File: config.mk
export PLATFORM = sky130hd
export DESIGN_NAME = hrp_host_port
export DESIGN_NICKNAME = d
export VERILOG_FILES = /design/src/pkg/hrp_pkg.sv /design/src/hdl/hrp_host_port.sv /design/src/hdl/hrp_par_port.sv
export VERILOG_INCLUDE_DIRS = /design/src /design/src/pkg
export SDC_FILE = /design/constraint.sdc
export NUM_CORES = 2
export LEC_CHECK = 0
export BUFFER_PORTS_ARGS = -buffer_cell sky130_fd_sc_hd__buf_2
export CORE_MARGIN = 3
export CORE_UTILIZATION = 45
export CTS_CLUSTER_SIZE = 28
export DETAILED_ROUTE_END_ITERATION = 8
export PLACE_DENSITY_LB_ADDON = 0.08
export SETUP_SLACK_MARGIN = 0.05
export SLEW_MARGIN = 20
export SYNTH_ARGS = -nofsm -noshare
export SYNTH_HDL_FRONTEND = slang
export SYNTH_SLANG_ARGS = --single-unit
File: constraint.sdc
create_clock -name ref_clk_i -period 6.5 [get_ports ref_clk_i]
set_input_delay 1.3 -clock ref_clk_i [delete_from_list [all_inputs] [get_ports ref_clk_i]]
set_output_delay 1.3 -clock ref_clk_i [all_outputs]
set_load 0.01 [all_outputs]
File: src/pkg/hrp_defines.svh
/*
 * timing counts, field widths and widths of the host register port.
 * assumes a 100 MHz core clock; included by bare name.
 */
`ifndef HRP_DEFINES_SVH
`define HRP_DEFINES_SVH

`define HRP_INSTR_BITS   5
`define HRP_ADDR_BITS    11
`define HRP_DATA_BITS    8
`define HRP_HDR_BITS     16
`define HRP_FRAME_BITS   24
`define HRP_READ_BIT     4
`define HRP_CLK_NS       10
`define HRP_WSTB_MIN_NS  5
`define HRP_WSTB_CYC     ((`HRP_WSTB_MIN_NS + `HRP_CLK_NS - 1) / `HRP_CLK_NS)
`define HRP_ZRD_MAX_NS   20
`define HRP_ZRD_CYC      (`HRP_ZRD_MAX_NS / `HRP_CLK_NS)

`endif

File: src/pkg/hrp_pkg.sv
/*
 * types shared by the host register port files.
 * assumes hrp_defines.svh is on the include path.
 */
`include "hrp_defines.svh"

package hrp_pkg;
	typedef enum logic [1:0] {
		HRP_IDLE  = 2'b00,
		HRP_HDR   = 2'b01,
		HRP_WDATA = 2'b10,
		HRP_RDATA = 2'b11
	} hrp_state_e;
	typedef logic [`HRP_ADDR_BITS-1:0] hrp_addr_t;
	typedef logic [`HRP_DATA_BITS-1:0] hrp_data_t;
endpackage : hrp_pkg

File: src/hdl/hrp_host_port.sv
/*
 * host register port: serial frame decoder, parallel port and a small
 * register store. assumes serial and parallel pins are synchronous to
 * ref_clk_i and the serial clock is far slower than it.
 */
`timescale 1ns/100ps
`default_nettype none
`include "hrp_defines.svh"

module hrp_host_port (
	input  wire logic               ref_clk_i,
	input  wire logic               resetn_i,
	input  wire logic               chip_sel_n_i,
	input  wire logic               serial_clk_i,
	input  wire logic               serial_data_in_i,
	output logic                    serial_data_out_o,
	output logic                    serial_data_out_oe_o,
	input  wire logic               par_sel_n_i,
	input  wire logic               par_rd_n_i,
	input  wire logic               data_strobe_n_i,
	input  wire hrp_pkg::hrp_addr_t par_addr_i,
	input  wire hrp_pkg::hrp_data_t par_data_i,
	output hrp_pkg::hrp_data_t      par_data_o,
	output logic                    par_data_oe_o,
	output logic                    par_ack_o
);
	// -------------------------------------------------------------
	// reset release
	// -------------------------------------------------------------
	logic rst_q1;
	logic rst_n;
	// two stages so release is clean against ref_clk_i
	always_ff @(posedge ref_clk_i or negedge resetn_i) begin
		if (!resetn_i) begin
			rst_q1 <= 1'b0;
			rst_n  <= 1'b0;
		end else begin
			rst_q1 <= 1'b1;
			rst_n  <= rst_q1;
		end
	end

	// -------------------------------------------------------------
	// serial edges
	// -------------------------------------------------------------
	logic sclk_d;
	logic cs_d;
	logic sclk_rise;
	logic sclk_fall;
	logic frame_on;
	assign sclk_rise = serial_clk_i && !sclk_d;
	assign sclk_fall = !serial_clk_i && sclk_d;
	assign frame_on  = !chip_sel_n_i;

	// delayed copies for edge detection
	always_ff @(posedge ref_clk_i or negedge rst_n) begin
		if (!rst_n) begin
			sclk_d <= 1'b0;
			cs_d   <= 1'b1;
		end else begin
			sclk_d <= serial_clk_i;
			cs_d   <= chip_sel_n_i;
		end
	end

	// -------------------------------------------------------------
	// serial frame engine
	// -------------------------------------------------------------
	hrp_pkg::hrp_state_e state;
	logic [`HRP_HDR_BITS-1:0] hdr;
	logic [4:0]               bit_cnt;
	hrp_pkg::hrp_data_t       wshift;
	hrp_pkg::hrp_data_t       rshift;
	logic                     is_read;
	logic                     ser_we;
	hrp_pkg::hrp_addr_t       ser_addr;
	hrp_pkg::hrp_data_t       ser_wdata;
	hrp_pkg::hrp_data_t       ser_rdata;
	assign is_read = hdr[`HRP_HDR_BITS-1];

	// state: a raised chip select aborts any partial frame
	always_ff @(posedge ref_clk_i or negedge rst_n) begin
		if (!rst_n) begin
			state <= hrp_pkg::HRP_IDLE;
		end else if (!frame_on) begin
			state <= hrp_pkg::HRP_IDLE;
		end else begin
			case (state)
				hrp_pkg::HRP_IDLE: state <= hrp_pkg::HRP_HDR;
				hrp_pkg::HRP_HDR: begin
					if (sclk_rise && bit_cnt == 5'(`HRP_HDR_BITS - 1)) begin
						// the first bit of the frame sits one below the top here,
						// because the last address bit shifts in on this same edge
						state <= hdr[`HRP_HDR_BITS-2] ? hrp_pkg::HRP_RDATA
							: hrp_pkg::HRP_WDATA;
					end
				end
				hrp_pkg::HRP_WDATA: state <= hrp_pkg::HRP_WDATA;
				hrp_pkg::HRP_RDATA: state <= hrp_pkg::HRP_RDATA;
				default: state <= hrp_pkg::HRP_IDLE;
			endcase
		end
	end

	// bit counter and input shifter, msb first
	always_ff @(posedge ref_clk_i or negedge rst_n) begin
		if (!rst_n) begin
			bit_cnt <= 5'h00;
			hdr     <= 16'h0000;
			wshift  <= 8'h00;
		end else if (!frame_on) begin
			bit_cnt <= 5'h00;
		end else if (sclk_rise && bit_cnt != 5'(`HRP_FRAME_BITS)) begin
			bit_cnt <= bit_cnt + 5'h01;
			if (bit_cnt < 5'(`HRP_HDR_BITS)) begin
				hdr <= {hdr[`HRP_HDR_BITS-2:0], serial_data_in_i};
			end else begin
				wshift <= {wshift[`HRP_DATA_BITS-2:0], serial_data_in_i};
			end
		end
	end

	// write commit on the last data bit
	always_ff @(posedge ref_clk_i or negedge rst_n) begin
		if (!rst_n) begin
			ser_we    <= 1'b0;
			ser_wdata <= 8'h00;
		end else begin
			ser_we <= frame_on && state == hrp_pkg::HRP_WDATA && sclk_rise
				&& bit_cnt == 5'(`HRP_FRAME_BITS - 1);
			ser_wdata <= {wshift[`HRP_DATA_BITS-2:0], serial_data_in_i};
		end
	end
	assign ser_addr = hdr[`HRP_ADDR_BITS-1:0];

	// read shifter: loads at header end, moves on falling clock
	always_ff @(posedge ref_clk_i or negedge rst_n) begin
		if (!rst_n) begin
			rshift               <= 8'h00;
			serial_data_out_o    <= 1'b0;
			serial_data_out_oe_o <= 1'b0;
		end else if (!frame_on) begin
			serial_data_out_oe_o <= 1'b0;
		end else if (state == hrp_pkg::HRP_RDATA) begin
			if (sclk_fall) begin
				serial_data_out_oe_o <= 1'b1;
				serial_data_out_o    <= rshift[`HRP_DATA_BITS-1];
				rshift <= {rshift[`HRP_DATA_BITS-2:0], 1'b0};
			end else if (!serial_data_out_oe_o) begin
				// reload until the first falling edge: only now does the
				// header hold the complete address
				rshift <= ser_rdata;
			end
		end else begin
			rshift <= ser_rdata;
		end
	end

	// -------------------------------------------------------------
	// parallel port and register store
	// -------------------------------------------------------------
	logic               par_we;
	hrp_pkg::hrp_addr_t par_waddr;
	hrp_pkg::hrp_data_t par_wdata;
	hrp_pkg::hrp_data_t par_rdata;
	hrp_pkg::hrp_data_t regs [0:255];

	hrp_par_port u_par (
		.ref_clk_i (ref_clk_i),
		.rst_n_i   (rst_n),
		.sel_n_i   (par_sel_n_i),
		.rd_n_i    (par_rd_n_i),
		.wr_n_i    (data_strobe_n_i),
		.addr_i    (par_addr_i),
		.wdata_i   (par_data_i),
		.rdata_i   (par_rdata),
		.we_o      (par_we),
		.waddr_o   (par_waddr),
		.wdata_o   (par_wdata),
		.ack_o     (par_ack_o),
		.dout_o    (par_data_o),
		.dout_oe_o (par_data_oe_o)
	); // kept by the port: write ignored while read strobe low

	// store limited to 256 words to bound area; upper address bits alias
	assign ser_rdata = regs[ser_addr[7:0]];
	assign par_rdata = regs[par_addr_i[7:0]];
	always_ff @(posedge ref_clk_i) begin
		if (ser_we) begin
			regs[ser_addr[7:0]] <= ser_wdata;
		end else if (par_we) begin
			regs[par_waddr[7:0]] <= par_wdata;
		end
	end
endmodule : hrp_host_port
`default_nettype wire

File: src/hdl/hrp_par_port.sv
/*
 * parallel strobe port: one access per strobe, answered by acknowledge and
 * data bus release. assumes synchronous host strobes, one style at a time.
 */
`timescale 1ns/100ps
`default_nettype none
`include "hrp_defines.svh"

module hrp_par_port (
	input  wire logic              ref_clk_i,
	input  wire logic              rst_n_i,
	input  wire logic              sel_n_i,
	input  wire logic              rd_n_i,
	input  wire logic              wr_n_i,
	input  wire hrp_pkg::hrp_addr_t addr_i,
	input  wire hrp_pkg::hrp_data_t wdata_i,
	input  wire hrp_pkg::hrp_data_t rdata_i,
	output logic                   we_o,
	output hrp_pkg::hrp_addr_t     waddr_o,
	output hrp_pkg::hrp_data_t     wdata_o,
	output logic                   ack_o,
	output hrp_pkg::hrp_data_t     dout_o,
	output logic                   dout_oe_o
);
	// release window in core cycles, held as an int so it can bound a delay range
	localparam int ZRD_CYC = `HRP_ZRD_CYC;
	logic rd_act;
	logic wr_act;
	logic wr_seen;
	assign rd_act = !sel_n_i && !rd_n_i;
	assign wr_act = !sel_n_i && !wr_n_i && rd_n_i;

	// write commits once per strobe; a short strobe still lands
	always_ff @(posedge ref_clk_i or negedge rst_n_i) begin
		if (!rst_n_i) begin
			wr_seen <= 1'b0;
			we_o    <= 1'b0;
			waddr_o <= 11'h000;
			wdata_o <= 8'h00;
		end else begin
			wr_seen <= wr_act;
			we_o    <= wr_act && !wr_seen;
			if (wr_act && !wr_seen) begin
				waddr_o <= addr_i;
				wdata_o <= wdata_i;
			end
		end
	end

	// acknowledge follows the strobe; host may wait on it or not
	always_ff @(posedge ref_clk_i or negedge rst_n_i) begin
		if (!rst_n_i) begin
			ack_o <= 1'b0;
		end else begin
			// raised on the same edge as the write commit, so a host that waits
			// on it never releases the strobe before the write has been taken
			ack_o <= wr_act || rd_act;
		end
	end

	// read data and bus release: enable drops one edge after negation
	always_ff @(posedge ref_clk_i or negedge rst_n_i) begin
		if (!rst_n_i) begin
			dout_o    <= 8'h00;
			dout_oe_o <= 1'b0;
		end else begin
			dout_oe_o <= rd_act;
			if (rd_act) begin
				dout_o <= rdata_i;
			end
		end
	end
endmodule : hrp_par_port
`default_nettype wire

# == Word-level counts from Yosys, hierarchy flattened ==
# Memories as Yosys holds them, arrays and structs flattened. A register that Yosys moved wholly into a read port is not among the register bits.
# Index checks and enable logic that the tools add are counted.
# totals
reg_bits,71
ram_bits,2048
inputBits,27
output_inout_bits,12
wordCells,81
mem_count,1
# mem_list
memory,depth,width,rd,rd_clocked_by_memory_dff,write_ports,line_no,text
regs,256,8,2,1,1,hrp_host_port.sv:166,hrp_pkg::hrp_data_t regs [0:255];
# op_classes
n_addsub,1
order_cmp,1
n_eq_ne,8
muxes,20
n_bitwise,2
reduce_logical,30
# op_table
op,n
two-way mux 8 bit,5
logical AND 1 bit,11
two-way mux 1 bit,10
two-way mux 5 bit,2
AND reduction 3 bit,3
zero test 1 bit,8
one-hot mux 2 bit (4 select lines),1
OR reduction 8 bit,1
"inequality test 3 bit, second input constant",2
nonzero test 2 bit,3
"adder 5 x 1 -> 5 bit, second input constant",1
"equality test 5 x 4 -> 1 bit, second input constant",1
"equality test 5 bit, second input constant",1
"< comparator 5 bit, second input constant",1
"inequality test 5 bit, second input constant",1
"equality test 2 bit, second input constant",2
two-way mux 2 bit,2
AND reduction 2 bit,2
"equality test 2 x 1 -> 1 bit, second input constant",1
zero test 2 bit,1
inverter 1 bit,2
logical OR 1 bit,1

# == Logic depth before layout (Yosys ltp) ==
# logic_depth
ltp_word,6
ltp_mapped,14
ltp_nobuf,8

# == Hierarchy ==
# Synthesis repeated with hierarchy kept, for this count alone.
# hier_totals
hier_cells,4801
area_unflattened_um2,98831.0
# modules_own_cells
mod,n_inst,cells_per_inst,area_per_inst_um2,seq_area_each_um2
hrp_host_port,1,4737,97686.2,62775.2
hrp_par_port,1,64,1144.8,775.7

# == Worst setup path before layout ==
# Ideal clock, no wire load.
# synth_timing
path_kind,flip-flop to flip-flop
startpoint,register ser_we
endpoint,memory regs[0][0] in the netlist's numbering (data pin)
setup_time_ns,0.823
t_arrival_ns,4.226
required_time_ns,5.677
setup_slack_ns,1.451
path_stages_with_launch,6
path_buffers,2
period_less_slack_ns,5.049
cell_sequence,dfrtp_1 > nor2b_1 > clkbuf_1 > buf_1 > nand2_1 > nand2_1
# synth_between
elab_chain_len,4
# synth_lines
item,line_no,text
"start, declared",hrp_host_port.sv:75,logic ser_we;
"start signal, assigned",hrp_host_port.sv:129,ser_we <= frame_on && state == hrp_pkg::HRP_WDATA && sclk_rise
two-way mux 1 bit,hrp_host_port.sv:189,if (ser_we) begin
two-way mux 1 bit (not written as such),hrp_host_port.sv:192,regs[par_waddr[7:0]] <= par_wdata;
OR reduction 8 bit (no source line),n/a,
two-way mux 8 bit (no source line),n/a,
"end, declared",hrp_host_port.sv:166,
# Every way passes these cells.

# == Worst setup path in the final report ==
# layout_timing
startpoint,register hdr[4]
endpoint,memory regs[165][7] in the netlist's numbering (enable)
# layout_between
elab_chain_len,1
# layout_lines
item,line_no,text
"start, declared",hrp_host_port.sv:70,logic [`HRP_HDR_BITS-1:0] hdr;
"start signal, assigned",hrp_host_port.sv:116,"hdr <= {hdr[`HRP_HDR_BITS-2:0], serial_data_in_i};"
two-way mux 8 bit (no source line),n/a,
# Every way passes these cells.

==> impl_results.md <==
- Remaining global-route overflow: 0
- Global placer's final weighted congestion: 0.959
- Number of clock sinks: 2127
- Initial antenna violation count: 22
- PD cells: 326 mW/mm²
- Unrepaired setup endpoints after global routing: false
- DR vias/cell: 6.88
- Die X: 479 µm
- Cell types with the largest area share after synthesis: sky130_fd_sc_hd__edfxtp_1, sky130_fd_sc_hd__mux4_2, sky130_fd_sc_hd__mux2i_1, sky130_fd_sc_hd__mux4_1, sky130_fd_sc_hd__dfrtp_1
- Dominant register cell in the synthesized netlist: sky130_fd_sc_hd__edfxtp_1
- Per-cell routed wire length: 40.6 µm
- Number of design rule violations left after detail routing: 0
- Worst Path Max Fanout: 29
- Capturing element type of the critical path: flop
- Post-synthesis cell count: 5277
- Root Driver: sky130_fd_sc_hd__clkbuf_16
- Unique cell type count in the Yosys netlist: 87
- Type of the setup path with the least slack: flop to flop
- Share of cells above drive strength 1: 0.301
- Iteration-0 DRC Markers: 8154
- Leakage power: 35.5 nW
- Maximum number of pins on one net before global-route repair: 157
- Quantity of hold-fixing buffers added after cts: 0
- Data required time at the worst endpoint: 6.99 ns
- Max Cap Violations: 0
- CTS H-Tree Depth: 4
- CTS tree: done
- Clock network latency to the later pin of the worst-skew pair: 0.91 ns
- Placed wire-length estimate after detailed placement: 226 mm
- Max frequency: 211 MHz
- Min-delay worst type: input pin to async pin
- Final setup violating endpoints: 0
- Clock skew: 0.0537 ns
- Effective utilization at floorplan: 0.455
- Area Growth Syn to Fin: 10.5%
- Outcome: complete, no violations
- GRT Util Overall: 0.299
- Kind of launch point of the worst setup path: flop
- PostCTS Resize Cnt: 0
- Worst hold margin: 0.199 ns
- Number of flops mapped to enable cells by yosys: 2048
- Placeable core region: 0.221 mm²
- Part of the Yosys area used for sequential elements: 0.631
- Antenna viol nets, final: 0
- Row Count: 172
- Post-route minimum period: 4.74 ns
- Post-synthesis cell area: 0.101 mm²
- Final hold violation count: 0
- Net total in the final layout: 5377
- Worst slew pin tran: 1.34 ns
- Worst relative slew slack: 0.0988
- Filler cell count: 17964
- Total detailed-routing wirelength: 345 mm
- Sum of negative setup slack: 0 ns
- Total I/O pin count: 39
- Arrival time at the worst endpoint: 5.24 ns
- Pins Over Slew Limit: 0
- Post-Synthesis Net Count: 5307
- Maximum number of buffers from clock root to sink: 3
- Largest voltage drop on the vdd net: 0.234 mV
- Cts bufs inserted: 225
- Via count: 58454
- FFs w/ async S/R, synth: 0.0371
- Chip height: 479 µm
- 1st-pass router iterations: 6
- Final clock period utilization by the worst path: 0.730
- Post-synthesis cell type with the largest combined area: sky130_fd_sc_hd__edfxtp_1
- Synth Register Bits: 2127
- Synth Warn #: 0
- Post-Syn Area per Cell: 19.1 µm²
- Die area: 0.229 mm²
- Via count of the first global-routing pass: 57307
- First-pass GRT wire length: 475 mm
- Area fraction of the dominant cell type after synthesis: 0.611
- Quantity of I/O buffers inserted on ports: 35
- Clock-pin slew on the worst setup and hold paths: 0.06 ns
- Post-CTS Repair Setup Buffers: 0
## where the power goes
part / switching (mW) / internal, mW / leakage (nW)
logic: 5.07 / 2.70 / 12.2
clock network: 5.58 / 7.14 / 3.52
registers: 0.288 / 15.4 / 19.8
## area by class of cell
| cell class | count | area [µm²] | area share |
|---|---|---|---|
| Timing Repair Buffer | 261 | 2270 | 0.0205 |
| Multi-Input combinational cell | 2713 | 34400 | 0.310 |
| Antenna cell | 9 | 22.5 | 0.000203 |
| Inverter | 19 | 81.3 | 0.000732 |
| Tap cell | 2958 | 3700 | 0.0333 |
| Clock buffer | 273 | 5920 | 0.0532 |
| Clock inverter | 139 | 1240 | 0.0111 |
| Sequential cell | 2127 | 63500 | 0.571 |
## final timing paths
check                                   end  slack (ns)  cells after the start      from
max reg2reg                    regs[165][7]        1.76                      5    hdr[4]
min in group ref_clk_i                rst_n        0.34                      0    rst_q1
max                            regs[165][7]        1.76                      5    hdr[4]
max in group asynchronous            hdr[4]        5.02                      1     rst_n
min                                   rst_n        0.20                      1  resetn_i
min reg2reg                u_par.wdata_o[1]        0.27                      0     rst_n
## layout by cell type, fill, tap and decap left out, types with 57 or more instances in the layout
| cell | synthesis | final |
|---|---|---|
| sky130_fd_sc_hd__mux4_1 | 98 | 98 |
| sky130_fd_sc_hd__dfrtp_1 | 79 | 72 |
| sky130_fd_sc_hd__nor2_1 | 328 | 300 |
| sky130_fd_sc_hd__clkinv_1 | 0 | 57 |
| sky130_fd_sc_hd__a21oi_1 | 78 | 78 |
| sky130_fd_sc_hd__buf_4 | 63 | 196 |
| sky130_fd_sc_hd__o221ai_1 | 79 | 79 |
| sky130_fd_sc_hd__nand3_1 | 76 | 68 |
| sky130_fd_sc_hd__edfxtp_1 | 2048 | 2048 |
| sky130_fd_sc_hd__nand2_1 | 240 | 231 |
| sky130_fd_sc_hd__mux2i_1 | 261 | 261 |
| sky130_fd_sc_hd__o22ai_1 | 97 | 97 |
| sky130_fd_sc_hd__mux4_2 | 895 | 895 |
| sky130_fd_sc_hd__clkbuf_16 | 0 | 229 |
| sky130_fd_sc_hd__mux2_2 | 75 | 75 |
## routing by layer
metal,vias up,track usage,part of all wire
li1,22717,-,-
met1,31836,0.437,0.41
met2,3320,0.434,0.44
met3,571,0.0770,0.11
met4,10,0.108,0.040
met5,-,0,0.00020
## synth_stat cells, types with 5 or more instances
| library cell | n |
|---|---|
| sky130_fd_sc_hd__nor4_1 | 9 |
| sky130_fd_sc_hd__nor2_1 | 328 |
| sky130_fd_sc_hd__a22oi_1 | 54 |
| sky130_fd_sc_hd__buf_4 | 63 |
| sky130_fd_sc_hd__o221ai_1 | 79 |
| sky130_fd_sc_hd__buf_2 | 95 |
| sky130_fd_sc_hd__a21oi_1 | 78 |
| sky130_fd_sc_hd__nor3b_1 | 5 |
| sky130_fd_sc_hd__clkbuf_1 | 127 |
| sky130_fd_sc_hd__dfrtp_1 | 79 |
| sky130_fd_sc_hd__o31ai_1 | 7 |
| sky130_fd_sc_hd__o21ai_0 | 49 |
| sky130_fd_sc_hd__a211oi_1 | 44 |
| sky130_fd_sc_hd__buf_6 | 61 |
| sky130_fd_sc_hd__and3_1 | 8 |
| sky130_fd_sc_hd__nand3_1 | 76 |
| sky130_fd_sc_hd__a31oi_1 | 17 |
| sky130_fd_sc_hd__nand2_1 | 240 |
| sky130_fd_sc_hd__and2_1 | 16 |
| sky130_fd_sc_hd__or3_1 | 10 |
| sky130_fd_sc_hd__edfxtp_1 | 2048 |
| sky130_fd_sc_hd__nand3b_1 | 10 |
| sky130_fd_sc_hd__nand2b_1 | 19 |
| sky130_fd_sc_hd__a21boi_0 | 8 |
| sky130_fd_sc_hd__inv_1 | 17 |
| sky130_fd_sc_hd__mux2i_1 | 261 |
| sky130_fd_sc_hd__a22o_1 | 8 |
| sky130_fd_sc_hd__a2111oi_0 | 18 |
| sky130_fd_sc_hd__mux4_1 | 98 |
| sky130_fd_sc_hd__clkbuf_8 | 23 |
| sky130_fd_sc_hd__buf_1 | 31 |
| sky130_fd_sc_hd__o21ai_1 | 11 |
| sky130_fd_sc_hd__a221oi_1 | 8 |
| sky130_fd_sc_hd__mux4_4 | 18 |
| sky130_fd_sc_hd__or2_2 | 9 |
| sky130_fd_sc_hd__o22ai_1 | 97 |
| sky130_fd_sc_hd__o211ai_1 | 9 |
| sky130_fd_sc_hd__or4_1 | 6 |
| sky130_fd_sc_hd__buf_12 | 12 |
| sky130_fd_sc_hd__nor3_1 | 29 |
| sky130_fd_sc_hd__nor2b_1 | 23 |
| sky130_fd_sc_hd__mux2_2 | 75 |
| sky130_fd_sc_hd__a41o_1 | 7 |
| sky130_fd_sc_hd__mux4_2 | 895 |
| sky130_fd_sc_hd__nand4_1 | 19 |
## registers in the layout, summed over array words and instances, names as in the netlist, 2 cells and up
signal	cells
rshift	8
u_par.dout_o	8
regs	2048
ser_wdata	8
bit_cnt	5
state	2
u_par.wdata_o	8
u_par.waddr_o	8
wshift	7
hdr	15
## stage by stage
stage               power (mW)  cell area [µm²]  utilization  worst slack [ns]  cells
finish                    36.2           111000        0.503              1.76   8499
global route              37.1           111000        0.503              1.86   8491
CTS                       36.2           111000        0.503              1.88   8490
detailed placement        23.6           104000        0.470              1.60   8078
global placement          23.6           104000        0.470              1.64   8078
floorplan                 20.8           101000            -              1.45   5277
## logic make-up after synthesis
family	count (synthesis)	share of synthesized area
AOI/OAI and AO/OA	526	0.0367
xor gates and xnor gates	3	0.000261
other	1	0.0000373
and+or+nand+nor	833	0.0374
adders and majority gates	3	0.000373
buffers and inverters	437	0.0293
DFF	2127	0.631
muxes	1347	0.265
## critical path: stages (launching register included)
cell and delay, ns:
sky130_fd_sc_hd__dfrtp_4 0.72, sky130_fd_sc_hd__inv_4 0.46, sky130_fd_sc_hd__nand2_1 0.43, sky130_fd_sc_hd__o21ai_2 0.85
sky130_fd_sc_hd__nand2_1 0.70, sky130_fd_sc_hd__nor2_1 1.11
(Power assumes the default switching activity.)
